## src/core/css_pkg.sv

```systemverilog
// Constants, types and register map of the contact-input speed selector.
// Assumes a 100 MHz pclk and an APB master with 32-bit data.
package css_pkg;
  // Clock and timing
  localparam int CLK_MHZ = 100;
  localparam int DEBOUNCE_US = 1000;
  localparam int DEBOUNCE_CYC_DEF = DEBOUNCE_US * CLK_MHZ;
  localparam int SEL_LATENCY_US = 2000;
  localparam int DB_CNT_W = 17;
  // Widths
  localparam int ADDR_W = 8;
  localparam int SPD_W = 14;
  localparam int MODE_W = 4;
  // Register byte offsets
  localparam logic [ADDR_W-1:0] CTRL_OFS = 8'h00;
  localparam logic [ADDR_W-1:0] SPD1_OFS = 8'h04;
  localparam logic [ADDR_W-1:0] SPD2_OFS = 8'h08;
  localparam logic [ADDR_W-1:0] SPD3_OFS = 8'h0c;
  localparam logic [ADDR_W-1:0] MAXSPD_OFS = 8'h10;
  localparam logic [ADDR_W-1:0] STATUS_OFS = 8'h14;
  // Control register fields
  localparam int CTRL_MODE_LSB = 0;
  localparam int CTRL_ROLE_LSB = 4;
  localparam int CTRL_ALLOC_LSB = 8;
  // Reset values
  localparam logic [MODE_W-1:0] MODE_RST = 4'h0;
  localparam logic [1:0] ROLE_RST = 2'h0;
  localparam logic [2:0] ALLOC_RST = 3'h0;
  localparam logic [SPD_W-1:0] SPD1_RST = 14'h0064;
  localparam logic [SPD_W-1:0] SPD2_RST = 14'h00c8;
  localparam logic [SPD_W-1:0] SPD3_RST = 14'h012c;
  localparam logic [SPD_W-1:0] MAXSPD_RST = 14'h2710;
  // Control mode codes
  localparam logic [MODE_W-1:0] MODE_FB_STOP = 4'h3;
  localparam logic [MODE_W-1:0] MODE_FB_ANALOG = 4'h4;
  localparam logic [MODE_W-1:0] MODE_FB_PULSE = 4'h5;
  localparam logic [MODE_W-1:0] MODE_FB_TORQUE = 4'h6;
  localparam logic [MODE_W-1:0] MODE_SW_7 = 4'h7;
  localparam logic [MODE_W-1:0] MODE_SW_8 = 4'h8;
  localparam logic [MODE_W-1:0] MODE_SPD_TRQ = 4'h9;
  localparam logic [MODE_W-1:0] MODE_ZCLAMP = 4'ha;
  localparam logic [MODE_W-1:0] MODE_INHIBIT = 4'hb;
  localparam logic [MODE_W-1:0] MODE_PI_C = 4'hc;
  localparam logic [MODE_W-1:0] MODE_PI_D = 4'hd;
  localparam logic [MODE_W-1:0] MODE_PI_0 = 4'h0;
  // Torque input role codes
  localparam logic [1:0] ROLE_UNUSED = 2'h0;
  localparam logic [1:0] ROLE_LIMIT = 2'h1;
  localparam logic [1:0] ROLE_FFWD = 2'h2;

  // Reference source, one-hot
  typedef enum logic [5:0] {
    SRC_NONE = 6'b000001,
    SRC_STOP = 6'b000010,
    SRC_PRESET = 6'b000100,
    SRC_ANALOG_SPD = 6'b001000,
    SRC_PULSE = 6'b010000,
    SRC_ANALOG_TRQ = 6'b100000
  } css_src_t;

  // Pulse gate states, one-hot
  typedef enum logic [1:0] {
    GATE_OPEN = 2'b01,
    GATE_WAIT = 2'b10
  } css_gate_t;

  // Contact inputs in logic sense (1 = on)
  typedef struct packed {
    logic dir;
    logic sel_a;
    logic sel_b;
  } css_contacts_t;

  // Software configuration
  typedef struct packed {
    logic [2:0] alloc;
    logic [1:0] role;
    logic [MODE_W-1:0] mode;
  } css_cfg_t;
endpackage

```

## src/core/css_top.sv

```systemverilog
// Contact-input speed selector with APB register file.
// Assumes raw active-low contact pins and a pulse pin from outside the
// clock domain, and a positioning-done level from the position loop on pclk.
//
// Function
// - Contact pins are active low, so a high or open pin reads as off and a low pin as on.
// - With contact speed selection active, A=0 B=1 picks speed one, A=1 B=1 speed two, A=1 B=0 speed three.
// - With both selects off, fallback mode 3 stops at zero, 4 follows analog speed, 5 pulses, 6 analog torque.
// - With contact speed selection active, the direction input off means forward and on means reverse.
// - Without contact speed selection, the select inputs drive the forward and reverse torque limits.
// - Without contact speed selection, the direction input drives P control, zero clamp or mode switching.
// - Contact speed selection is active only when all three inputs are allocated.
// - In the position fallback only pulse trains are accepted, never serial commands.
// - Soft start runs only in contact selection with mode 5 and never while following pulses.
// - After a switch from a running preset speed to pulses, pulses are dropped until positioning completes.
// - A select input change is recognised within 2 ms.
// - In mode 9 speed control runs while the first contact is on, the torque input acting per its role.
// - A preset speed above the motor maximum is clamped to the maximum.
`timescale 1ns/100ps
module css_top
  import css_pkg::*;
#(
  parameter int DEBOUNCE_CYC = DEBOUNCE_CYC_DEF
) (
  input wire logic pclk,
  input wire logic presetn,
  input wire logic clk_en,
  input wire logic psel,
  input wire logic penable,
  input wire logic pwrite,
  input wire logic [ADDR_W-1:0] paddr,
  input wire logic [31:0] pwdata,
  output logic [31:0] prdata,
  output logic pready,
  output logic pslverr,
  input wire logic dir_select_in,
  input wire logic speed_sel_a_in,
  input wire logic speed_sel_b_in,
  input wire logic pulse_ref_in,
  input wire logic serial_cmd_in,
  input wire logic position_done_in,
  output logic position_done_out,
  output logic [SPD_W-1:0] speed_ref_out,
  output logic reverse_out,
  output css_src_t ref_source_out,
  output logic pulse_accept_out,
  output logic serial_accept_out,
  output logic soft_start_out,
  output logic fwd_torque_limit_out,
  output logic rev_torque_limit_out,
  output logic p_control_out,
  output logic zero_clamp_out,
  output logic mode_switch_out,
  output logic inhibit_out,
  output logic speed_ctrl_out,
  output logic torque_limit_en_out,
  output logic torque_ffwd_en_out
);

  localparam logic [DB_CNT_W-1:0] DB_LAST = DB_CNT_W'(DEBOUNCE_CYC - 1);

  function automatic logic [SPD_W-1:0] clamp_speed(input logic [SPD_W-1:0] spd, input logic [SPD_W-1:0] lim);
    clamp_speed = (spd > lim) ? lim : spd;
  endfunction

  function automatic logic mode_any(input logic [MODE_W-1:0] m, input logic [MODE_W-1:0] c0,
                                    input logic [MODE_W-1:0] c1, input logic [MODE_W-1:0] c2);
    mode_any = (m == c0) || (m == c1) || (m == c2);
  endfunction

  function automatic css_src_t fallback_src(input logic [MODE_W-1:0] m);
    case (m)
      MODE_FB_STOP: fallback_src = SRC_STOP;
      MODE_FB_ANALOG: fallback_src = SRC_ANALOG_SPD;
      MODE_FB_PULSE: fallback_src = SRC_PULSE;
      MODE_FB_TORQUE: fallback_src = SRC_ANALOG_TRQ;
      default: fallback_src = SRC_NONE;
    endcase
  endfunction

  css_cfg_t cfg_reg;
  logic [SPD_W-1:0] spd1_reg;
  logic [SPD_W-1:0] spd2_reg;
  logic [SPD_W-1:0] spd3_reg;
  logic [SPD_W-1:0] maxspd_reg;
  logic [2:0] pin_s1_reg;
  logic [2:0] pin_s2_reg;
  logic [2:0] pulse_sync_reg;
  css_contacts_t stable_reg;
  logic [DB_CNT_W-1:0] db_cnt_reg [3];
  css_gate_t gate_reg;
  css_gate_t gate_next;
  css_src_t src_prev_reg;
  logic running_reg;
  logic [31:0] rdata_next;
  logic addr_ok;
  logic apb_done;
  logic [2:0] logic_now;
  logic active;
  css_src_t src_next;
  logic [SPD_W-1:0] speed_next;
  logic pulse_edge;
  logic access;
  logic dir_idle;
  logic spd_trq_on;

  assign apb_done = psel & penable & pready;
  assign access = psel & penable & ~pready;

  // APB answer one cycle into the access phase
  always_ff @(posedge pclk or negedge presetn) begin
    if (!presetn) begin
      pready <= 1'b0;
      pslverr <= 1'b0;
    end else if (clk_en) begin
      pready <= access;
      pslverr <= access & ~addr_ok;
    end
  end

  // Read data held until the next read
  always_ff @(posedge pclk or negedge presetn) begin
    if (!presetn) begin
      prdata <= 32'h0;
    end else if (clk_en && access && !pwrite) begin
      prdata <= rdata_next;
    end
  end

  always_comb begin
    addr_ok = 1'b1;
    rdata_next = 32'h0;
    case (paddr)
      CTRL_OFS: rdata_next = 32'(cfg_reg.mode) | (32'(cfg_reg.role) << CTRL_ROLE_LSB) |
                             (32'(cfg_reg.alloc) << CTRL_ALLOC_LSB);
      SPD1_OFS: rdata_next = 32'(spd1_reg);
      SPD2_OFS: rdata_next = 32'(spd2_reg);
      SPD3_OFS: rdata_next = 32'(spd3_reg);
      MAXSPD_OFS: rdata_next = 32'(maxspd_reg);
      STATUS_OFS: rdata_next = {21'h0, gate_reg == GATE_WAIT, active, stable_reg, ref_source_out};
      default: addr_ok = 1'b0;
    endcase
  end

  // Register writes
  always_ff @(posedge pclk or negedge presetn) begin
    if (!presetn) begin
      cfg_reg <= '{alloc: ALLOC_RST, role: ROLE_RST, mode: MODE_RST};
      spd1_reg <= SPD1_RST;
      spd2_reg <= SPD2_RST;
      spd3_reg <= SPD3_RST;
      maxspd_reg <= MAXSPD_RST;
    end else if (clk_en && apb_done && pwrite) begin
      case (paddr)
        CTRL_OFS: begin
          cfg_reg.mode <= pwdata[CTRL_MODE_LSB +: MODE_W];
          cfg_reg.role <= pwdata[CTRL_ROLE_LSB +: 2];
          cfg_reg.alloc <= pwdata[CTRL_ALLOC_LSB +: 3];
        end
        SPD1_OFS: spd1_reg <= pwdata[SPD_W-1:0];
        SPD2_OFS: spd2_reg <= pwdata[SPD_W-1:0];
        SPD3_OFS: spd3_reg <= pwdata[SPD_W-1:0];
        MAXSPD_OFS: maxspd_reg <= pwdata[SPD_W-1:0];
        default: begin
        end
      endcase
    end
  end

  always_ff @(posedge pclk or negedge presetn) begin
    if (!presetn) begin
      pin_s1_reg <= 3'h7;
      pin_s2_reg <= 3'h7;
      pulse_sync_reg <= 3'h0;
    end else if (clk_en) begin
      pin_s1_reg <= {dir_select_in, speed_sel_a_in, speed_sel_b_in};
      pin_s2_reg <= pin_s1_reg;
      pulse_sync_reg <= {pulse_sync_reg[1:0], pulse_ref_in};
    end
  end

  assign logic_now = ~pin_s2_reg;
  assign pulse_edge = pulse_sync_reg[1] & ~pulse_sync_reg[2];

  always_ff @(posedge pclk or negedge presetn) begin
    if (!presetn) begin
      stable_reg <= '0;
      for (int i = 0; i < 3; i++) begin
        db_cnt_reg[i] <= '0;
      end
    end else if (clk_en) begin
      for (int i = 0; i < 3; i++) begin
        if (logic_now[i] == stable_reg[i]) begin
          db_cnt_reg[i] <= '0;
        end else if (db_cnt_reg[i] == DB_LAST) begin
          stable_reg[i] <= logic_now[i];
          db_cnt_reg[i] <= '0;
        end else begin
          db_cnt_reg[i] <= db_cnt_reg[i] + 1'b1;
        end
      end
    end
  end

  assign active = (cfg_reg.mode >= MODE_FB_STOP) && (cfg_reg.mode <= MODE_FB_TORQUE) && (&cfg_reg.alloc);
  assign dir_idle = !active && stable_reg.dir;
  assign spd_trq_on = (cfg_reg.mode == MODE_SPD_TRQ) && stable_reg.dir;

  // Reference source decode
  always_comb begin
    src_next = SRC_NONE;
    speed_next = '0;
    if (active) begin
      case ({stable_reg.sel_a, stable_reg.sel_b})
        2'b01: begin
          src_next = SRC_PRESET;
          speed_next = clamp_speed(spd1_reg, maxspd_reg);
        end
        2'b11: begin
          src_next = SRC_PRESET;
          speed_next = clamp_speed(spd2_reg, maxspd_reg);
        end
        2'b10: begin
          src_next = SRC_PRESET;
          speed_next = clamp_speed(spd3_reg, maxspd_reg);
        end
        default: begin
          src_next = fallback_src(cfg_reg.mode);
        end
      endcase
    end
  end

  always_comb begin
    gate_next = gate_reg;
    case (gate_reg)
      GATE_OPEN: begin
        if (src_next == SRC_PULSE && src_prev_reg == SRC_PRESET && running_reg) begin
          gate_next = GATE_WAIT;
        end
      end
      GATE_WAIT: begin
        if (position_done_in || src_next != SRC_PULSE) begin
          gate_next = GATE_OPEN;
        end
      end
      default: gate_next = GATE_OPEN;
    endcase
  end

  // Pulse gate state
  always_ff @(posedge pclk or negedge presetn) begin
    if (!presetn) begin
      gate_reg <= GATE_OPEN;
    end else if (clk_en) begin
      gate_reg <= gate_next;
    end
  end

  // Source history for the running test
  always_ff @(posedge pclk or negedge presetn) begin
    if (!presetn) begin
      src_prev_reg <= SRC_NONE;
      running_reg <= 1'b0;
    end else if (clk_en) begin
      src_prev_reg <= src_next;
      running_reg <= (src_next == SRC_PRESET) && (speed_next != '0);
    end
  end

  // Positioning-done copy for the host
  always_ff @(posedge pclk or negedge presetn) begin
    if (!presetn) begin
      position_done_out <= 1'b0;
    end else if (clk_en) begin
      position_done_out <= position_done_in;
    end
  end

  // Reference outputs
  always_ff @(posedge pclk or negedge presetn) begin
    if (!presetn) begin
      speed_ref_out <= '0;
      reverse_out <= 1'b0;
      ref_source_out <= SRC_NONE;
      soft_start_out <= 1'b0;
      pulse_accept_out <= 1'b0;
      serial_accept_out <= 1'b0;
    end else if (clk_en) begin
      speed_ref_out <= speed_next;
      ref_source_out <= src_next;
      reverse_out <= active & stable_reg.dir;
      // soft start only on presets in mode 5
      soft_start_out <= active && (cfg_reg.mode == MODE_FB_PULSE) && (src_next == SRC_PRESET);
      pulse_accept_out <= pulse_edge && (src_next == SRC_PULSE) && (gate_next == GATE_OPEN);
      // no serial commands in position fallback
      serial_accept_out <= serial_cmd_in && !active;
    end
  end

  // Reassigned contact functions
  always_ff @(posedge pclk or negedge presetn) begin
    if (!presetn) begin
      fwd_torque_limit_out <= 1'b0;
      rev_torque_limit_out <= 1'b0;
      p_control_out <= 1'b0;
      zero_clamp_out <= 1'b0;
      mode_switch_out <= 1'b0;
      inhibit_out <= 1'b0;
    end else if (clk_en) begin
      fwd_torque_limit_out <= !active && stable_reg.sel_a;
      rev_torque_limit_out <= !active && stable_reg.sel_b;
      p_control_out <= dir_idle &&
                       mode_any(cfg_reg.mode, MODE_PI_0, MODE_PI_C, MODE_PI_D);
      zero_clamp_out <= dir_idle && (cfg_reg.mode == MODE_ZCLAMP);
      mode_switch_out <= dir_idle &&
                         mode_any(cfg_reg.mode, MODE_SW_7, MODE_SW_8, MODE_SPD_TRQ);
      inhibit_out <= dir_idle && (cfg_reg.mode == MODE_INHIBIT);
    end
  end

  // Mode 9 speed control and torque input role
  always_ff @(posedge pclk or negedge presetn) begin
    if (!presetn) begin
      speed_ctrl_out <= 1'b0;
      torque_limit_en_out <= 1'b0;
      torque_ffwd_en_out <= 1'b0;
    end else if (clk_en) begin
      // speed control while first contact on
      speed_ctrl_out <= spd_trq_on;
      torque_limit_en_out <= spd_trq_on && (cfg_reg.role == ROLE_LIMIT);
      torque_ffwd_en_out <= spd_trq_on && (cfg_reg.role == ROLE_FFWD);
    end
  end

endmodule

```

## config.mk

```make
export PLATFORM = sky130hd
export DESIGN_NAME = css_top
export DESIGN_NICKNAME = d
export VERILOG_FILES = /design/src/core/css_pkg.sv /design/src/core/css_top.sv
export SDC_FILE = /design/constraint.sdc
export NUM_CORES = 1
export LEC_CHECK = 0
export ABC_CLOCK_PERIOD_IN_PS = 3600
export BUFFER_PORTS_ARGS = -buffer_cell sky130_fd_sc_hd__buf_2
export CAP_MARGIN = 0
export CORE_ASPECT_RATIO = 2
export CORE_MARGIN = 3
export CORE_UTILIZATION = 59
export DETAILED_ROUTE_END_ITERATION = 8
export PLACE_DENSITY = 0.79
export RECOVER_POWER = 25
export SYNTH_ARGS = -nofsm -noshare
export SYNTH_HDL_FRONTEND = slang
export SYNTH_SLANG_ARGS = --single-unit
```

## constraint.sdc

```tcl
create_clock -name pclk -period 3.6 [get_ports pclk]
set_clock_uncertainty 0.05 [all_clocks]
set_input_delay 0.36 -clock pclk [delete_from_list [all_inputs] [get_ports pclk]]
set_output_delay 0.36 -clock pclk [all_outputs]
set_load 0.01 [all_outputs]
```

# Yosys cells after proc, flatten, opt, wreduce, memory -nomap -nowiden
# Index checks and enable logic that the tools add are counted.
# op_classes
addsub,3
mul,0
n_div,0
n_lt_le_gt_ge,5
n_eq_ne,34
n_shift,0
n_mux,19
bitwise_logic,15
reduce_logical,45
# op_table
cell,n
$mux W17,6
$pmux W14 S6,1
$mux W14,4
$add A17 B1 Y17 const B,3
$eq A17 B17 Y1 const B,3
$gt A14 B14 Y1,3
$pmux W14 S3,1
$eq A4 B4 Y1 const B,6
$logic_and A1 B1 Y1,24
$pmux W6 S4,1
$eq A4 B3 Y1 const B,4
$eq A8 B4 Y1 const B,2
$eq A8 B5 Y1 const B,2
$reduce_bool A14 Y1,1
$eq A6 B3 Y1 const B,2
$mux W6,2
$reduce_and A3 Y1,4
$or A6 B11 Y11,1
$reduce_and A2 Y1,5
$eq A2 B1 Y1 const B,4
$eq A2 B2 Y1 const B,4
$eq A8 B3 Y1 const B,1
$logic_not A8 Y1,1
$and A1 B1 Y1,6
other kinds (17),30
# word_totals
regBits,199
latch_bits,0
mem_bits_rw,0
mem_bits_ro,0
inputBits,52
out_inout_bits,68
wordCells,158
memories,0

# Longest topological paths before layout
# logic_depth
depth_word,11
mapped_depth,12
ltp_nobuf,11

# Least setup slack after synthesis
# Ideal clock, no wire load.
# synth_path
path_kind,register -> register
startpoint,register maxspd_reg[9]
endpoint,register running_reg
setup_ps,136
arrival_ps,2834
t_required_ps,3414
setup_slack_ps,580
path_stages_with_launch,12
n_path_buf,0
synth_period_minus_slack_ps,3020
path_cell_list,dfstp_2 -> inv_1 -> ha_1 -> nand4_1 -> nor4_4 -> nor2_2 -> a22o_1 -> a221o_1 -> a221oi_2 -> nand4b_1 -> nor4_1 -> a31oi_1
# synth_via
elab_chain_len,6
elab_cells_between_ends,10
cone_classes,3 x order compare; 5 x mux; 2 x reduce/logical
# synth_rtl
item,line,source
from (decl),css_top.sv:85,logic [SPD_W-1:0] maxspd_reg;
from (signal assigned),css_top.sv:163,MAXSPD_OFS: maxspd_reg <= pwdata[SPD_W-1:0];
$gt A14 B14 Y1,css_top.sv:63,clamp_speed = (spd > lim) ? lim : spd;
$mux W14,css_top.sv:63,
$pmux W14 S3 (*),css_top.sv:214,"case ({stable_reg.sel_a, stable_reg.sel_b})"
$mux W14 (*),css_top.sv:213,if (active) begin
$reduce_bool A14 Y1 (*),css_top.sv:267,running_reg <= (src_next == SRC_PRESET) && (speed_next != '0);
$logic_and A1 B1 Y1 (*),css_top.sv:267,
to (signal assigned),css_top.sv:267,
to (decl),css_top.sv:94,logic running_reg;
# Mark *: on every way between the ends. The rest lies on a longest branch, timed or not.
# A chain may end at the register's enable or synchronous reset.

# Final worst setup path
# Same ends and word-level chain as after synthesis.

==> impl_metrics.yaml <==
run_status:
  outcome: "complete, but fails checks"
  violations: "capacitance limit, slew limit"
timing:
  hold_viol: 0
  worst_pin_slew_ps: 2070
  whs_ps: 101
  setup_tns_ps: 0
  slew_viol_final: 123
  rsz0062_at_grt: "no"
  finalSetupViolCount: 0
  fin_crit_sh_pct: 96.4
  slew_headroom_pct: -37.7
  max_freq_mhz: 288
  min_period_ps: 3470
yosys:
  muxShareOfSynthArea_pct: 12.5
  synth_area_um2: 10300
  synth-edff-count: 0
  async_reset_ff_share_pct: 100
  synth.distinct_cells: 74
  synth_seq_cells: 181
  ys.flop_type: "dfrtp_1"
  ys_warn_count: 0
  netlist_instances: 1047
  synth_top_family_by_area: "simple AND/OR/NAND/NOR gates"
  syn_area_per_cell_um2: 9.86
  synth_xor_area_share_pct: 1.02
  synthAdderAreaFrac_pct: 5.70
  synth-simple-area-share_pct: 16.5
  synth_compound_area_share_pct: 15.7
  seq_area_frac_synth_pct: 44.2
grt:
  top_usage_layer: "met2"
  grtUsageMet2_pct: 57.3
  grt_overflow_total: 0
  antenna_found_initial: 0
  met1_usage_pct: 34.6
  gr-usage-all-layers_pct: 32.7
  grt_start_max_net_pins: 81
  grtUsageMet3_pct: 5.15
  grt_pass1_vias: 9063
  grt_pass1_wl_um: 48100
setup_path:
  start_kind: "flip-flop"
  slowest_delay_ps: 570
  cp-end-kind: "flip-flop"
  crit_path_top_delay_cell: "dfstp_2"
  cp_num_buf_inv: 3
  required_ps: 3850
  cp_max_fo: 5
  cpMostUsedCell: "buf_4"
  crit_arrival_ps: 3720
  crit_type: "reg -> reg"
  cp_cell_sequence: "inv_1 > ha_1 > nand4_1 > buf_4 > nor2_1 > a41oi_2 > buf_4 > a31o_2 > a2bb2o_1 > o21ai_0 > a21oi_1 > a2111oi_0 > a31oi_1"
  cp_top_family: "compound AO/OA/AOI/OAI gates"
routing:
  via_count: 8823
  remaining_drc_errors: 0
  drt_pass1_iterations: 6
  wirelength_um: 30400
  drt-initial-drc-count: 519
  antenna_left: 0
  wl_per_cell_um: 22.1
  viasPerCell: 6.42
die:
  die_y_um: 193
  die_w_um: 99.5
  coreArea_um2: 16900
  start_util_pct: 60.9
  die-area_um2: 19200
  fp-row-count: 67
  io_pins: 120
power:
  ir_worst_vdd_mv: 0.264
  pwr-share-comb_pct: 8.6
  p_sw_share_pct: 26.0
  p_int_mw: 3.23
  switchingPower_mw: 1.13
  seq_power_share_pct: 49.2
  power_frac_clock_pct: 42.2
  cellPowerDensity_nw_per_um2: 371
  total_power_mw: 4.36
  power_leakage_nw: 5.38
job:
  cap_viol_max_count: 2
place:
  io_buffers: 83
  placed_area_um2: 11200
  hpwl_um: 22800
  gp_congestion: 0.988
clock_tree:
  clock_insertion_delay_worst_skew_ps: 440
  cts_buffer_depth: 2
  cts_sinks: 181
  htreeDepth: 4
  clock-root-buffer: "clkbuf_16"
  cts_made_buffers: 17
  cts_tree: "built"
  clk_pin_slew_ps: 80
finish:
  drive_gt1_share_pct: 23.9
  fillers: 1352
  largest_reg_flops: 51
  diodes: 0
  nNetsFinal: 1253
  design_area_um2: 11700
  syn2layout_area_growth_pct: 13.8
worst_hold_path:
  hold_path_class: "in -> reg"
## power by group through the flow
stage	Combinational [mW]	Sequential [mW]	Clock, mW
3_3_place_gp	0.360	2.18	0
4_1_cts	0.374	2.15	1.87
3_5_place_dp	0.368	2.18	0
6_report	0.373	2.15	1.84
2_1_floorplan	0.233	2.18	0
5_1_grt	0.424	2.15	1.94
## Yosys cell counts, drive strengths merged, types with 5 or more instances
cell	n	area (um2)
inv	33	124
nand2b	15	93.8
mux2i	29	290
nand3b	5	37.5
a31oi	16	106
and2	8	50.1
o41ai	5	43.8
a222oi	8	80.1
xor2	5	43.8
xnor2	7	61.3
a221oi	10	100
nand2	120	450
and4	7	61.3
a22oi	6	45.0
nand3	34	170
or3	8	50.1
o2bb2ai	14	123
and3	22	138
nor3	14	80.1
o21ai	103	515
a21o	5	37.5
nor2	66	250
a21oi	33	169
nor2b	10	62.6
nor4	8	65.1
o31ai	7	57.6
a22o	8	70.1
clkbuf	36	135
dfrtp	158	3950
nand4	13	87.6
mux2	87	980
dfstp	23	604
ha	47	588
buf	30	189
## path summary, 6_finish.rpt
| path | depth (start not counted) | slack (ps) | to | startpoint |
|---|---|---|---|---|
| min in group asynchronous | 2 | 980 | db_cnt_reg[10] | presetn |
| max in group asynchronous | 3 | 1050 | pin_s2_reg[1] | presetn |
| max reg2reg | 13 | 130 | running_reg | maxspd_reg[9] |
| min | 2 | 100 | pin_s1_reg[0] | speed_sel_b_in |
| max | 13 | 130 | running_reg | maxspd_reg[9] |
| min reg2reg | 2 | 430 | prdata[7] | prdata[7] |
## worst register-to-register path, delay by kind of cell (launching register included)
| kind | cells | cell delay, ps |
|---|---|---|
| buffers and inverters | 3 | 460 |
| and+or+nand+nor | 2 | 180 |
| DFF | 1 | 570 |
| AOI/OAI and AO/OA | 7 | 1740 |
| adders and majority gates | 1 | 330 |
## timing repair
item | 4_1_cts | 5_1_grt
hold buffers | 1 | 0
buffers inserted | 0 | 1
setup endpoints to repair | 0 | 1
hold endpoints to repair | 69 | 0
resized for setup | 0 | 7
## layout make-up
type	count	area (um2)	share of cell area (%)
Multi-Input combinational cell	783	5410	46.1
Sequential cell	181	4560	38.8
Timing Repair Buffer	137	811	6.90
Clock buffer	19	443	3.77
Tap cell	207	259	2.20
Clock inverter	13	135	1.15
Inverter	34	128	1.09
## per-layer routing
metal	up-vias	share of wire (%)
met1	4304	34
met4	0	8.9
met5	-	0
met2	354	52
li1	4025	-
met3	140	4.9
## stage by stage
step	instances	setup WS (ps)	util, %
after floorplan	1064	580	-
after global placement	1340	179	65.9
after detailed placement	1340	132	65.9
after CTS	1373	54.4	69.4
after global routing	1374	9.05	69.4
final	1374	130	69.4
## cells by family after synthesis
family / Yosys count
AOI/OAI and AO/OA: 246
buffers and inverters: 100
adders and majority gates: 47
muxes: 117
xor gates and xnor gates: 12
and+or+nand+nor: 343
other: 1
DFF: 181
## placed cells by master, fill, tap and decap left out, drive strengths merged, types with 5 or more instances in the layout
master / Yosys / routed
buf: 30 / 117
o2bb2ai: 14 / 14
and4: 7 / 7
a22oi: 6 / 6
ha: 47 / 47
a22o: 8 / 8
nand3: 34 / 34
mux2i: 29 / 29
nand2: 120 / 120
nand2b: 15 / 15
clkbuf: 36 / 38
and3: 22 / 22
nor2: 66 / 66
o41ai: 5 / 5
and2: 8 / 8
conb: 1 / 18
a21o: 5 / 5
xor2: 5 / 5
nor4: 8 / 8
xnor2: 7 / 7
dfrtp: 158 / 158
nand3b: 5 / 5
inv: 33 / 40
or3: 8 / 8
a21oi: 33 / 33
nor3: 14 / 14
a221oi: 10 / 10
mux2: 87 / 87
dfstp: 23 / 23
o31ai: 7 / 7
o21ai: 103 / 103
a31oi: 16 / 16
nand4: 13 / 13
nor2b: 10 / 10
a222oi: 8 / 8
Power figures use the tool's default switching activity.
